[config.mk]
export PLATFORM = sky130hd
export DESIGN_NAME = uart_line_condition_flags
export DESIGN_NICKNAME = d
export VERILOG_FILES = /design/src/rtl/uart_flags_pkg.sv /design/src/rtl/uart_line_condition_flags.sv
export SDC_FILE = /design/constraint.sdc
export NUM_CORES = 1
export LEC_CHECK = 0
export BUFFER_PORTS_ARGS = -buffer_cell sky130_fd_sc_hd__buf_2
export CAP_MARGIN = 20
export CORE_ASPECT_RATIO = 1.75
export CORE_UTILIZATION = 51
export DETAILED_ROUTE_END_ITERATION = 10
export PLACE_DENSITY = 0.95
export SLEW_MARGIN = 0
export SYNTH_ARGS = -nofsm -noshare
export SYNTH_HDL_FRONTEND = slang
export SYNTH_SLANG_ARGS = --single-unit
[constraint.sdc]
create_clock -name sys_clk -period 3.6 [get_ports sys_clk]
set_clock_uncertainty 0.2 [all_clocks]
set_input_delay 0.36 -clock sys_clk [delete_from_list [all_inputs] [get_ports sys_clk]]
set_output_delay 0.36 -clock sys_clk [all_outputs]
set_load 0.005 [all_outputs]
[src/rtl/uart_flags_pkg.sv]
// Constants, register map and carrier types for the UART line condition flags.
package uart_flags_pkg;

  // ----------------------------------------------------------------
  // Register map
  // ----------------------------------------------------------------
  localparam logic [7:0] CONFIG_OFFSET = 8'h00;
  localparam logic [7:0] EVENT_OFFSET = 8'h04;
  localparam logic [7:0] MASK_OFFSET = 8'h08;
  localparam logic [7:0] FLAGS_OFFSET = 8'h14;

  // ----------------------------------------------------------------
  // Reset values
  // ----------------------------------------------------------------
  localparam logic [8:0] FLAGS_RESET = 9'h060;
  localparam logic [6:0] CONFIG_RESET = 7'h00;
  localparam logic [3:0] EVENT_RESET = 4'h0;
  localparam logic [3:0] MASK_RESET = 4'h0;

  // ----------------------------------------------------------------
  // Field positions of serial_condition_flags
  // ----------------------------------------------------------------
  localparam int FLAG_DATA_READY = 0;
  localparam int FLAG_OVERRUN = 1;
  localparam int FLAG_PARITY = 2;
  localparam int FLAG_STOP_BIT_FAULT = 3;
  localparam int FLAG_BREAK = 4;
  localparam int FLAG_HOLD_EMPTY = 5;
  localparam int FLAG_TX_EMPTY = 6;
  localparam int FLAG_RX_FIFO_ERR = 7;
  localparam int FLAG_ADDR = 8;
  localparam int FLAG_WIDTH = 9;

  // ----------------------------------------------------------------
  // Field positions of the configuration register
  // ----------------------------------------------------------------
  localparam int CFG_QUEUE_ENABLE = 0;
  localparam int CFG_NINE_BIT = 1;
  localparam int CFG_PROG_HOLD_EMPTY = 2;
  localparam int CFG_TX_THRESH_LO = 4;
  localparam int CFG_TX_THRESH_HI = 5;
  localparam int CFG_INFRARED = 6;
  localparam int CFG_WIDTH = 7;

  // ----------------------------------------------------------------
  // Event bits, shared by the event status and mask registers
  // ----------------------------------------------------------------
  localparam int EV_ADDR = 0;
  localparam int EV_LINE_ERR = 1;
  localparam int EV_RX_FIFO_ERR = 2;
  localparam int EV_HOLD_EMPTY = 3;
  localparam int EV_WIDTH = 4;

  // ----------------------------------------------------------------
  // Transmit FIFO geometry and threshold levels
  // ----------------------------------------------------------------
  localparam int TX_LEVEL_WIDTH = 5;
  localparam logic [4:0] TX_THRESH_EMPTY = 5'h00;
  localparam logic [4:0] TX_THRESH_TWO = 5'h02;
  localparam logic [4:0] TX_THRESH_QUARTER = 5'h04;
  localparam logic [4:0] TX_THRESH_HALF = 5'h08;

  // Tags carried with every received character.
  typedef struct packed {
    logic ninth;
    logic parityErr;
    logic stopBitFault;
    logic breakSeen;
  } rx_tag_t;

  // Transmit path state as seen by the flag logic.
  typedef struct packed {
    logic shiftEmpty;
    logic holdEmpty;
    logic fifoEmpty;
    logic fifoFull;
    logic [4:0] fifoLevel;
  } tx_state_t;

endpackage : uart_flags_pkg

[src/rtl/uart_line_condition_flags.sv]
// Line and buffer condition flags of a UART, with APB registers and interrupt.
`timescale 1ns/1ns
module uart_line_condition_flags (
  // Clock and reset
  input wire logic sys_clk,
  input wire logic rst,
  // APB slave
  input wire logic psel,
  input wire logic penable,
  input wire logic pwrite,
  input wire logic [7:0] paddr,
  input wire logic [31:0] pwdata,
  output logic [31:0] prdata,
  output logic pready,
  output logic pslverr,
  // Receiver, non-FIFO path; rxOverrun counts in both modes
  input wire logic rxCharDone,
  input wire uart_flags_pkg::rx_tag_t rxCharTag,
  input wire logic rxOverrun,
  // Receive FIFO head and contents
  input wire logic rxHeadValid,
  input wire logic rxHeadNew,
  input wire uart_flags_pkg::rx_tag_t rxHeadTag,
  input wire logic rxErrEnter,
  input wire logic rxErrBehindHead,
  // Transmit path
  input wire uart_flags_pkg::tx_state_t txState,
  input wire logic txLoad,
  input wire logic txWrite,
  // Configuration and interrupt
  output logic queue_config_enable,
  output logic infrared_mode,
  output logic irq
);

  // Set to zero where the programmable holding-empty feature is not built.
  localparam logic PROG_HOLD_EMPTY_BUILT = 1'b1;

  // ----------------------------------------------------------------
  // Register state
  // ----------------------------------------------------------------
  // The four line error fields share lineErr_r and every other field of the flag word
  // lives in its own register, except bit 5 in programmable mode, which shows txState.fifoFull, so that no variable is written by more than one process.
  logic addrFlag_r;
  logic [uart_flags_pkg::FLAG_BREAK:uart_flags_pkg::FLAG_OVERRUN] lineErr_r;
  logic rxFifoErr_r;
  logic txEmpty_r;
  logic dataReady_r;
  logic [uart_flags_pkg::FLAG_WIDTH-1:0] flags;
  logic [uart_flags_pkg::FLAG_WIDTH-1:0] snap_r;
  logic [uart_flags_pkg::CFG_WIDTH-1:0] config_r;
  logic [uart_flags_pkg::EV_WIDTH-1:0] event_r;
  logic [uart_flags_pkg::EV_WIDTH-1:0] evSnap_r;
  logic [uart_flags_pkg::EV_WIDTH-1:0] mask_r;
  logic [31:0] prdata_r;
  logic holdSrcPrev_r;

  // ----------------------------------------------------------------
  // Bus decode
  // ----------------------------------------------------------------
  logic setup;
  logic access;
  logic mapped;
  logic readFlags;
  logic readEvent;
  logic writeCfg;
  logic writeMask;

  assign setup = psel && !penable;
  assign access = psel && penable;
  assign mapped = (paddr == uart_flags_pkg::CONFIG_OFFSET) || (paddr == uart_flags_pkg::EVENT_OFFSET) ||
                  (paddr == uart_flags_pkg::MASK_OFFSET) || (paddr == uart_flags_pkg::FLAGS_OFFSET);
  assign readFlags = access && !pwrite && (paddr == uart_flags_pkg::FLAGS_OFFSET);
  assign readEvent = access && !pwrite && (paddr == uart_flags_pkg::EVENT_OFFSET);
  assign writeCfg = access && pwrite && (paddr == uart_flags_pkg::CONFIG_OFFSET);
  assign writeMask = access && pwrite && (paddr == uart_flags_pkg::MASK_OFFSET);

  // Every register answers at once, so the slave never stretches a transfer.
  assign pready = 1'b1;
  assign pslverr = access && !mapped;
  assign prdata = prdata_r;

  // ----------------------------------------------------------------
  // Configuration decode
  // ----------------------------------------------------------------
  logic fifoEn;
  logic nineBit;
  logic progMode;
  logic [1:0] txThreshSel;

  assign fifoEn = config_r[uart_flags_pkg::CFG_QUEUE_ENABLE];
  assign nineBit = config_r[uart_flags_pkg::CFG_NINE_BIT];
  assign progMode = PROG_HOLD_EMPTY_BUILT && config_r[uart_flags_pkg::CFG_PROG_HOLD_EMPTY] && fifoEn;
  assign txThreshSel = config_r[uart_flags_pkg::CFG_TX_THRESH_HI:uart_flags_pkg::CFG_TX_THRESH_LO];
  assign queue_config_enable = fifoEn;
  assign infrared_mode = config_r[uart_flags_pkg::CFG_INFRARED];

  // ----------------------------------------------------------------
  // Receive character reveal
  // ----------------------------------------------------------------
  // In FIFO mode the tags of a character only count once it stands at the
  // head, so software sees flags in the order the characters are read.
  logic reveal;
  uart_flags_pkg::rx_tag_t tag;

  assign reveal = fifoEn ? rxHeadNew : rxCharDone;
  assign tag = fifoEn ? rxHeadTag : rxCharTag;

  logic setAddr;
  logic setBreak;
  logic setStop;
  logic setParity;
  logic setOverrun;

  assign setAddr = reveal && nineBit && tag.ninth;
  // The break flag belongs to plain UART mode only, so an infrared link
  // never raises it.
  assign setBreak = reveal && tag.breakSeen && !infrared_mode;
  assign setStop = reveal && tag.stopBitFault;
  assign setParity = reveal && tag.parityErr;
  assign setOverrun = rxOverrun;

  // ----------------------------------------------------------------
  // Clear masks
  // ----------------------------------------------------------------
  // Only bits that were set when the read data was captured are cleared,
  // so an event landing between setup and access phases is kept.
  logic [uart_flags_pkg::FLAG_WIDTH-1:0] rdClr;
  logic errClearOk;

  assign errClearOk = rxHeadValid && (rxHeadTag.parityErr || rxHeadTag.stopBitFault ||
                      rxHeadTag.breakSeen) && !rxErrBehindHead;
  assign rdClr = readFlags ? snap_r : '0;

  // ----------------------------------------------------------------
  // Sticky receive flags and data ready
  // ----------------------------------------------------------------
  always_ff @(posedge sys_clk or posedge rst) begin
    if (rst) begin
      addrFlag_r <= uart_flags_pkg::FLAGS_RESET[uart_flags_pkg::FLAG_ADDR];
    end else begin
      addrFlag_r <= setAddr || (addrFlag_r && !rdClr[uart_flags_pkg::FLAG_ADDR]);
    end
  end

  always_ff @(posedge sys_clk or posedge rst) begin
    if (rst) begin
      lineErr_r[uart_flags_pkg::FLAG_BREAK] <= uart_flags_pkg::FLAGS_RESET[uart_flags_pkg::FLAG_BREAK];
      lineErr_r[uart_flags_pkg::FLAG_STOP_BIT_FAULT] <= uart_flags_pkg::FLAGS_RESET[uart_flags_pkg::FLAG_STOP_BIT_FAULT];
      lineErr_r[uart_flags_pkg::FLAG_PARITY] <= uart_flags_pkg::FLAGS_RESET[uart_flags_pkg::FLAG_PARITY];
      lineErr_r[uart_flags_pkg::FLAG_OVERRUN] <= uart_flags_pkg::FLAGS_RESET[uart_flags_pkg::FLAG_OVERRUN];
    end else begin
      lineErr_r[uart_flags_pkg::FLAG_BREAK] <= setBreak ||
        (lineErr_r[uart_flags_pkg::FLAG_BREAK] && !rdClr[uart_flags_pkg::FLAG_BREAK]);
      lineErr_r[uart_flags_pkg::FLAG_STOP_BIT_FAULT] <= setStop ||
        (lineErr_r[uart_flags_pkg::FLAG_STOP_BIT_FAULT] && !rdClr[uart_flags_pkg::FLAG_STOP_BIT_FAULT]);
      lineErr_r[uart_flags_pkg::FLAG_PARITY] <= setParity ||
        (lineErr_r[uart_flags_pkg::FLAG_PARITY] && !rdClr[uart_flags_pkg::FLAG_PARITY]);
      lineErr_r[uart_flags_pkg::FLAG_OVERRUN] <= setOverrun ||
        (lineErr_r[uart_flags_pkg::FLAG_OVERRUN] && !rdClr[uart_flags_pkg::FLAG_OVERRUN]);
    end
  end

  // A receive FIFO error stays reported until the last bad entry is at the
  // head; clearing earlier would hide errors still waiting in the queue.
  always_ff @(posedge sys_clk or posedge rst) begin
    if (rst) begin
      rxFifoErr_r <= uart_flags_pkg::FLAGS_RESET[uart_flags_pkg::FLAG_RX_FIFO_ERR];
    end else if (!fifoEn) begin
      rxFifoErr_r <= 1'b0;
    end else begin
      rxFifoErr_r <= rxErrEnter ||
        (rxFifoErr_r && !(rdClr[uart_flags_pkg::FLAG_RX_FIFO_ERR] && errClearOk));
    end
  end

  always_ff @(posedge sys_clk or posedge rst) begin
    if (rst) begin
      dataReady_r <= uart_flags_pkg::FLAGS_RESET[uart_flags_pkg::FLAG_DATA_READY];
    end else begin
      dataReady_r <= rxHeadValid;
    end
  end

  // ----------------------------------------------------------------
  // Transmit flags
  // ----------------------------------------------------------------
  logic txIdle;
  logic holdEmptyNxt;
  logic holdEmptyNormal_r;

  assign txIdle = txState.shiftEmpty && (fifoEn ? txState.fifoEmpty : txState.holdEmpty);

  always_ff @(posedge sys_clk or posedge rst) begin
    if (rst) begin
      txEmpty_r <= uart_flags_pkg::FLAGS_RESET[uart_flags_pkg::FLAG_TX_EMPTY];
    end else begin
      txEmpty_r <= txIdle;
    end
  end

  // A fresh write wins over a move into the shift register in the same cycle.
  always_comb begin
    holdEmptyNxt = holdEmptyNormal_r;
    if (txWrite) begin
      holdEmptyNxt = 1'b0;
    end else if (txLoad && (fifoEn ? txState.fifoEmpty : 1'b1)) begin
      holdEmptyNxt = 1'b1;
    end
  end

  always_ff @(posedge sys_clk or posedge rst) begin
    if (rst) begin
      holdEmptyNormal_r <= uart_flags_pkg::FLAGS_RESET[uart_flags_pkg::FLAG_HOLD_EMPTY];
    end else begin
      holdEmptyNormal_r <= holdEmptyNxt;
    end
  end

  // ----------------------------------------------------------------
  // Flag word as software reads it
  // ----------------------------------------------------------------
  // In programmable mode bit 5 is a live view of the transmit FIFO, so it
  // keeps no sticky state and a status read leaves it alone.
  always_comb begin
    flags = '0;
    flags[uart_flags_pkg::FLAG_DATA_READY] = dataReady_r;
    flags[uart_flags_pkg::FLAG_OVERRUN] = lineErr_r[uart_flags_pkg::FLAG_OVERRUN];
    flags[uart_flags_pkg::FLAG_PARITY] = lineErr_r[uart_flags_pkg::FLAG_PARITY];
    flags[uart_flags_pkg::FLAG_STOP_BIT_FAULT] = lineErr_r[uart_flags_pkg::FLAG_STOP_BIT_FAULT];
    flags[uart_flags_pkg::FLAG_BREAK] = lineErr_r[uart_flags_pkg::FLAG_BREAK];
    flags[uart_flags_pkg::FLAG_HOLD_EMPTY] = progMode ? txState.fifoFull : holdEmptyNormal_r;
    flags[uart_flags_pkg::FLAG_TX_EMPTY] = txEmpty_r;
    flags[uart_flags_pkg::FLAG_RX_FIFO_ERR] = rxFifoErr_r;
    flags[uart_flags_pkg::FLAG_ADDR] = addrFlag_r;
  end

  // ----------------------------------------------------------------
  // Holding-empty interrupt source
  // ----------------------------------------------------------------
  logic [uart_flags_pkg::TX_LEVEL_WIDTH-1:0] txThresh;
  logic holdSrc;

  always_comb begin
    case (txThreshSel)
      2'h0: txThresh = uart_flags_pkg::TX_THRESH_EMPTY;
      2'h1: txThresh = uart_flags_pkg::TX_THRESH_TWO;
      2'h2: txThresh = uart_flags_pkg::TX_THRESH_QUARTER;
      2'h3: txThresh = uart_flags_pkg::TX_THRESH_HALF;
      default: txThresh = uart_flags_pkg::TX_THRESH_EMPTY;
    endcase
  end

  assign holdSrc = progMode ? (txState.fifoLevel <= txThresh) : holdEmptyNormal_r;

  always_ff @(posedge sys_clk or posedge rst) begin
    if (rst) begin
      holdSrcPrev_r <= 1'b1;
    end else begin
      holdSrcPrev_r <= holdSrc;
    end
  end

  // ----------------------------------------------------------------
  // Event status, mask and interrupt
  // ----------------------------------------------------------------
  logic [uart_flags_pkg::EV_WIDTH-1:0] evSet;

  assign evSet[uart_flags_pkg::EV_ADDR] = setAddr;
  assign evSet[uart_flags_pkg::EV_LINE_ERR] = setBreak || setStop || setParity || setOverrun;
  assign evSet[uart_flags_pkg::EV_RX_FIFO_ERR] = fifoEn && rxErrEnter;
  assign evSet[uart_flags_pkg::EV_HOLD_EMPTY] = holdSrc && !holdSrcPrev_r;

  // Set wins over the read clear so that no event is lost.
  always_ff @(posedge sys_clk or posedge rst) begin
    if (rst) begin
      event_r <= uart_flags_pkg::EVENT_RESET;
    end else begin
      event_r <= evSet | (event_r & ~(readEvent ? evSnap_r : '0));
    end
  end

  always_ff @(posedge sys_clk or posedge rst) begin
    if (rst) begin
      mask_r <= uart_flags_pkg::MASK_RESET;
    end else if (writeMask) begin
      // Bits above the event fields are dropped on a write.
      mask_r <= pwdata[uart_flags_pkg::EV_WIDTH-1:0];
    end
  end

  always_ff @(posedge sys_clk or posedge rst) begin
    if (rst) begin
      config_r <= uart_flags_pkg::CONFIG_RESET;
    end else if (writeCfg) begin
      // Bits above the configuration fields are dropped on a write.
      config_r <= pwdata[uart_flags_pkg::CFG_WIDTH-1:0];
    end
  end

  // Mask bits only gate the output; status bits record events regardless.
  assign irq = |(event_r & mask_r);

  // ----------------------------------------------------------------
  // Read data, captured in the setup phase
  // ----------------------------------------------------------------
  always_ff @(posedge sys_clk or posedge rst) begin
    if (rst) begin
      prdata_r <= '0;
      snap_r <= '0;
      evSnap_r <= '0;
    end else if (setup && !pwrite) begin
      snap_r <= flags;
      evSnap_r <= event_r;
      case (paddr)
        uart_flags_pkg::FLAGS_OFFSET: prdata_r <= {23'h000000, flags};
        uart_flags_pkg::CONFIG_OFFSET: prdata_r <= {25'h0000000, config_r};
        uart_flags_pkg::EVENT_OFFSET: prdata_r <= {28'h0000000, event_r};
        uart_flags_pkg::MASK_OFFSET: prdata_r <= {28'h0000000, mask_r};
        default: prdata_r <= 32'h00000000;
      endcase
    end
  end

endmodule : uart_line_condition_flags

* Word-level counts from Yosys, hierarchy flattened *
Cells that the tools add are included.

word-level totals
  flip-flop bits (word level) = 70
  input port bits = 70
  output and inout port bits = 37
  logic and storage cells = 97

cells by class
  magnitude comparators = 1
  eq/ne operators = 6
  muxes and demuxes = 13
  bitwise operators = 4
  reduce and logical (&&, ||, !) cells = 60

operators by type and width
  cell                  number
  $pmux W9 S4           1
  $logic_and A1 B1 Y1   30
  $pmux W5 S4           1
  $logic_or A1 B1 Y1    14
  $logic_not A1 Y1      12
  $mux W9               1
  $and A4 B4 Y4         2
  $eq A8 B3 Y1 const B  1
  $eq A8 B4 Y1 const B  1
  $eq A8 B5 Y1 const B  1
  $logic_not A8 Y1      1
  $mux W1               8
  $mux W4               2
  $le A5 B5 Y1          1
  $eq A2 B2 Y1 const B  2
  $not A4 Y4            1
  $or A4 B4 Y4          1
  $reduce_or A4 Y1      1
  $eq A2 B1 Y1 const B  1
  $logic_not A2 Y1      1
  $reduce_bool A2 Y1    1

* Logic depth before layout (Yosys ltp) *
  depth in word-level cells = 9
  mapped depth = 6
  mapped depth without buffers = 6

* Worst setup path after synthesis *
OpenSTA, ideal clock, no wires.

  path type = input to register
  start point = input paddr[5]
  end point = register event_r[1] (netlist bit)
  arrival time = 1705 ps
  data required time = 3271 ps
  setup slack = 1566 ps
  cell stages on the path = 5
  path buffers = 1
  path through = or3_1 buf_2 nor4_2 nand2_1 a2111o_1

on the way
  longest elaborated chain between the ends = 6

ends and longest elaborated chain
  what                    line                              source
  start: declaration      uart_line_condition_flags.sv:11   input wire logic [7:0] paddr,
  $eq A8 B3 Y1            uart_line_condition_flags.sv:74   assign readEvent = access && !pwrite && (paddr == uart_flags_pkg::EVENT_OFFSET);
  $logic_and A1 B1 Y1     uart_line_condition_flags.sv:74
  $mux W4                 uart_line_condition_flags.sv:279  event_r <= evSet | (event_r & ~(readEvent ? evSnap_r : '0));
  $not A4 Y4              uart_line_condition_flags.sv:279
  $and A4 B4 Y4           uart_line_condition_flags.sv:279
  $or A4 B4 Y4            uart_line_condition_flags.sv:279
  end signal: assignment  uart_line_condition_flags.sv:277  event_r <= uart_flags_pkg::EVENT_RESET;
  end signal: assignment  uart_line_condition_flags.sv:279
  end: declaration        uart_line_condition_flags.sv:52   logic [uart_flags_pkg::EV_WIDTH-1:0] event_r;

Every way passes these cells.
A chain may end at the register's enable or synchronous reset.

* Final worst setup path *
  start point = input paddr[5]
  end point = output pslverr

on the way
  longest elaborated chain between the ends = 6
  elaborated cells on any way between the ends = 9

ends and longest elaborated chain
  what                                                     line                             source
  $eq A8 B3 Y1 / $logic_not A8 Y1 (equally long branches)  uart_line_condition_flags.sv:71  assign mapped = (paddr == uart_flags_pkg::CONFIG_OFFSET) || (paddr == uart_flags_pkg::EVENT_OFFSET) ||
  $logic_or A1 B1 Y1 (2 in series)                         uart_line_condition_flags.sv:71
  $logic_or A1 B1 Y1 (*)                                   uart_line_condition_flags.sv:72  (paddr == uart_flags_pkg::MASK_OFFSET) || (paddr == uart_flags_pkg::FLAGS_OFFSET);
  $logic_not A1 Y1 (*)                                     uart_line_condition_flags.sv:80  assign pslverr = access && !mapped;
  $logic_and A1 B1 Y1 (*)                                  uart_line_condition_flags.sv:80
  end: declaration                                         uart_line_condition_flags.sv:15  output logic pslverr,

Every way passes the cells marked *; elsewhere a longest branch is shown, timed or not.

==> run metrics <==
outcome=complete, but fails checks; failing checks=negative hold slack; type of the tightest min-delay check=in -> async; gr ovfl total=0; vias in the first global route=between 1500 and 2000; Final ANT Viol Nets=0; Reg clk slew, reported paths=around 90 ps; CTS Hold Bufs=2; worst hold slack=-11.8 ps; register-to-register setup slack=1630 ps; multi-input logic area=approximately 1100 um2; Area after DPL=2620 um2; Seq cells post-synth=between 40 and 50; TritonCTS Buffers=5; # rows=32; Starting Density=0.540; PortBufs=57; Crit-path slowest cell=or3_1; fin crit share=0.611; Period minus WS final=roughly 2200 ps; CTS tree=yes; number of antenna violations at the first check in global routing=0; main combinational cell family by area after synthesis=simple AND/OR/NAND/NOR gates; required time worst endpoint=between 3000 and 4000 ps; Avg Cell Area, Syn=9.84 um2; first-pass GRT wire length=around 8.8 mm; Slew HR=0.543; Yosys cell types=45; WS Path Type=in -> out; total detailed-routing wirelength=5.48 mm; routability congestion estimate=between 0.8 and 0.9; max incr delay on CP=between 500 and 600 ps; Slew Viols, Final=0; Die ar.=5000 um2; Sum Neg Setup Slack=0 ps; DIE HEIGHT=slightly above 90 um; setup repair bufs after CTS=0; Power Dens Cells=379 nW/um2; Reg area=roughly 1100 um2; diode count=0; share of cells above drive strength 1=0.307; Synth Area in Simple Gates=0.212; CP Cell Sequence=buf_2 > or3_1 > nor4_1 > nor2_1 > buf_2; design area=between 2000 and 3000 um2; Adder-Cell Fraction of Synth Area=0.0156; Mapped Area=roughly 2400 um2; clock tree buffer depth=2; Overall Power=roughly 0.0010 W; post-DR vias/cell=approximately 5.6; Worst-Skew Late Latency=300 ps; post_cts resized=0; GRT Overall Usage=0.247; crit path DAT=1640 ps; detailed-route via count=slightly below 2000; largest net degree at the start of global routing=45; Crit. End Element=output port; TritonRoute pass-1 iters=4; Max-cap violations=0; H-tree depth=2; final setup violation count=0; Compound-Gate Fraction of Synth Area=0.133; WL per Instance=approximately 15 um; Core Footprint=4440 um2; CP Launch Type=primary input; IO Count=about 110; register area share after synthesis=0.460; die width=53.9 um; multiplexer area fraction after synthesis=0.0771; XOR/XNOR Fraction of Synth Area=0; DRT iter0 DRCs=roughly 80; # DRC=0; final hold vios=24; Mapped Cells=244; Layout area overhead=15.1%; CP most frequent cell=buf_2; Max VDD drop=0.000346 V; Slew @ Worst Pin=around 680 ps; Ys Warns=0; post-DP HPWL=4.18 mm; clk root buf=clkbuf_8; NumNets Final=approximately 380; # fillers=366; fmax=between 0.4 and 0.5 GHz; leakage power=about 1.4 nW; Sink Count=44; RSZ-0062 raised after global routing=no; critical-path maximum fanout=6
## sequential cells by signal (all words and copies together) (netlist names)
signal,cells
addrFlag_r,1
dataReady_r,1
evSnap_r,4
holdEmptyNormal_r,1
lineErr_r,4
txEmpty_r,1
config_r,7
event_r,4
mask_r,4
prdata,9
holdSrcPrev_r,1
snap_r,6
rxFifoErr_r,1
## cell usage after synthesis
| master | instances | area share |
|---|---|---|
| or4b_4 | 1 | 0.0057 |
| dfrtp_1 | 41 | 0.43 |
| mux2i_1 | 5 | 0.021 |
| a211o_1 | 1 | 0.0036 |
| ha_1 | 3 | 0.016 |
| or2_2 | 1 | 0.0026 |
| nor2b_1 | 5 | 0.013 |
| a21oi_1 | 4 | 0.0083 |
| dfstp_2 | 3 | 0.033 |
| or3_1 | 1 | 0.0026 |
| buf_4 | 24 | 0.075 |
| o21ai_0 | 10 | 0.021 |
| buf_2 | 1 | 0.0021 |
| nand3b_1 | 1 | 0.0031 |
| mux2_2 | 12 | 0.056 |
| nor3b_1 | 1 | 0.0031 |
| a21bo_2 | 2 | 0.0083 |
| a22oi_1 | 6 | 0.019 |
| and3_2 | 1 | 0.0031 |
| a32oi_1 | 7 | 0.026 |
| nand3_1 | 2 | 0.0042 |
| or4b_1 | 1 | 0.0042 |
| nor3_1 | 6 | 0.013 |
| nand2_1 | 59 | 0.092 |
| nor4b_1 | 1 | 0.0036 |
| or3b_2 | 1 | 0.0036 |
| nor2_1 | 6 | 0.0094 |
| a31o_2 | 1 | 0.0036 |
| and2_1 | 3 | 0.0078 |
| inv_1 | 3 | 0.0047 |
| nand2b_1 | 2 | 0.0052 |
| nor4_4 | 2 | 0.018 |
| o2bb2ai_1 | 1 | 0.0036 |
| clkbuf_1 | 5 | 0.0078 |
| conb_1 | 2 | 0.0031 |
| a22o_1 | 2 | 0.0073 |
| and4b_1 | 1 | 0.0042 |
| nand4_1 | 1 | 0.0026 |
| nor4_2 | 1 | 0.0052 |
| a21boi_0 | 4 | 0.013 |
| a21o_1 | 5 | 0.016 |
| a2111o_1 | 1 | 0.0047 |
| nor4_1 | 1 | 0.0026 |
| and2b_2 | 1 | 0.0036 |
| buf_6 | 2 | 0.0094 |
## power breakdown
part / total, W / switching (W) / leakage [nW] / internal (W)
combinational: 0.000113 / 0.0000656 / 0.777 / 0.0000471
clock: 0.000395 / 0.000169 / 0.0614 / 0.000227
sequential: 0.000539 / 0.0000190 / 0.555 / 0.000520
total: 0.00105 / 0.000253 / 1.39 / 0.000794
## cell type report
cell class,count,share of cell area
repair buffers,61,0.116
clock buffers,6,0.0299
clock inverters,2,0.0140
flip-flops and latches,44,0.400
multi-input cells,187,0.413
well taps,51,0.0231
inverters,3,0.00408
## final timing paths
| path | start | depth (start not counted) | endpoint |
|---|---|---|---|
| worst max-delay path | paddr[5] | 5 | pslverr |
| worst min-delay path | rst | 3 | lineErr_r[3] |
| min in group sys_clk | txState[8] | 2 | txEmpty_r |
| max in group asynchronous | rst | 3 | holdSrcPrev_r |
| worst max register to register | config_r[4] | 6 | event_r[3] |
| worst min register to register | prdata[7] | 2 | prdata[7] |
## worst max-delay path: cells and delay by family
kind                   cells  cell delay [ps]
buffers and inverters      2              230
AND/OR/NAND/NOR            3             1040
## kinds of logic (layout without fill, tap and decap cells)
group | count (synthesis) | count (layout)
fa+ha+maj | 3 | 3
buf+inv | 35 | 72
simple gates | 99 | 99
other cells | 2 | 24
flops | 44 | 44
mux | 17 | 17
compound gates | 44 | 44
## cells in the final DEF, fill, tap and decap left out, drive strengths merged, types with 2 or more instances in the layout
cell type,synthesis,final
a21bo,2,2
a21boi,4,4
a21o,5,5
a21oi,4,4
a22o,2,2
a22oi,6,6
a32oi,7,7
and2,3,3
buf,27,59
clkbuf,5,6
conb,2,24
dfrtp,41,41
dfstp,3,3
dlygate4sd3,0,2
ha,3,3
inv,3,3
mux2,12,12
mux2i,5,5
nand2,59,59
nand2b,2,2
nand3,2,2
nor2,6,6
nor2b,5,5
nor3,6,6
nor4,4,4
o21ai,10,10
or4b,2,2
## through the flow
stage / cells / setup slack, ps / utilization
floorplan: 266 / 1570 / -
global placement: 344 / 1200 / 0.590
detailed placement: 344 / 1160 / 0.590
CTS: 354 / 1410 / 0.622
global route: 354 / 1340 / 0.622
finish: 354 / 1400 / 0.622
## layer usage
layer | vias to the layer above | share of wire | GRT usage
li1 | 918 | - | -
met1 | 957 | 0.33 | 0.258
met2 | 91 | 0.57 | 0.440
met3 | 14 | 0.058 | 0.0411
met4 | 0 | 0.035 | 0.129
met5 | - | 0 | 0
No activity file was read; power rests on OpenSTA's default activity.
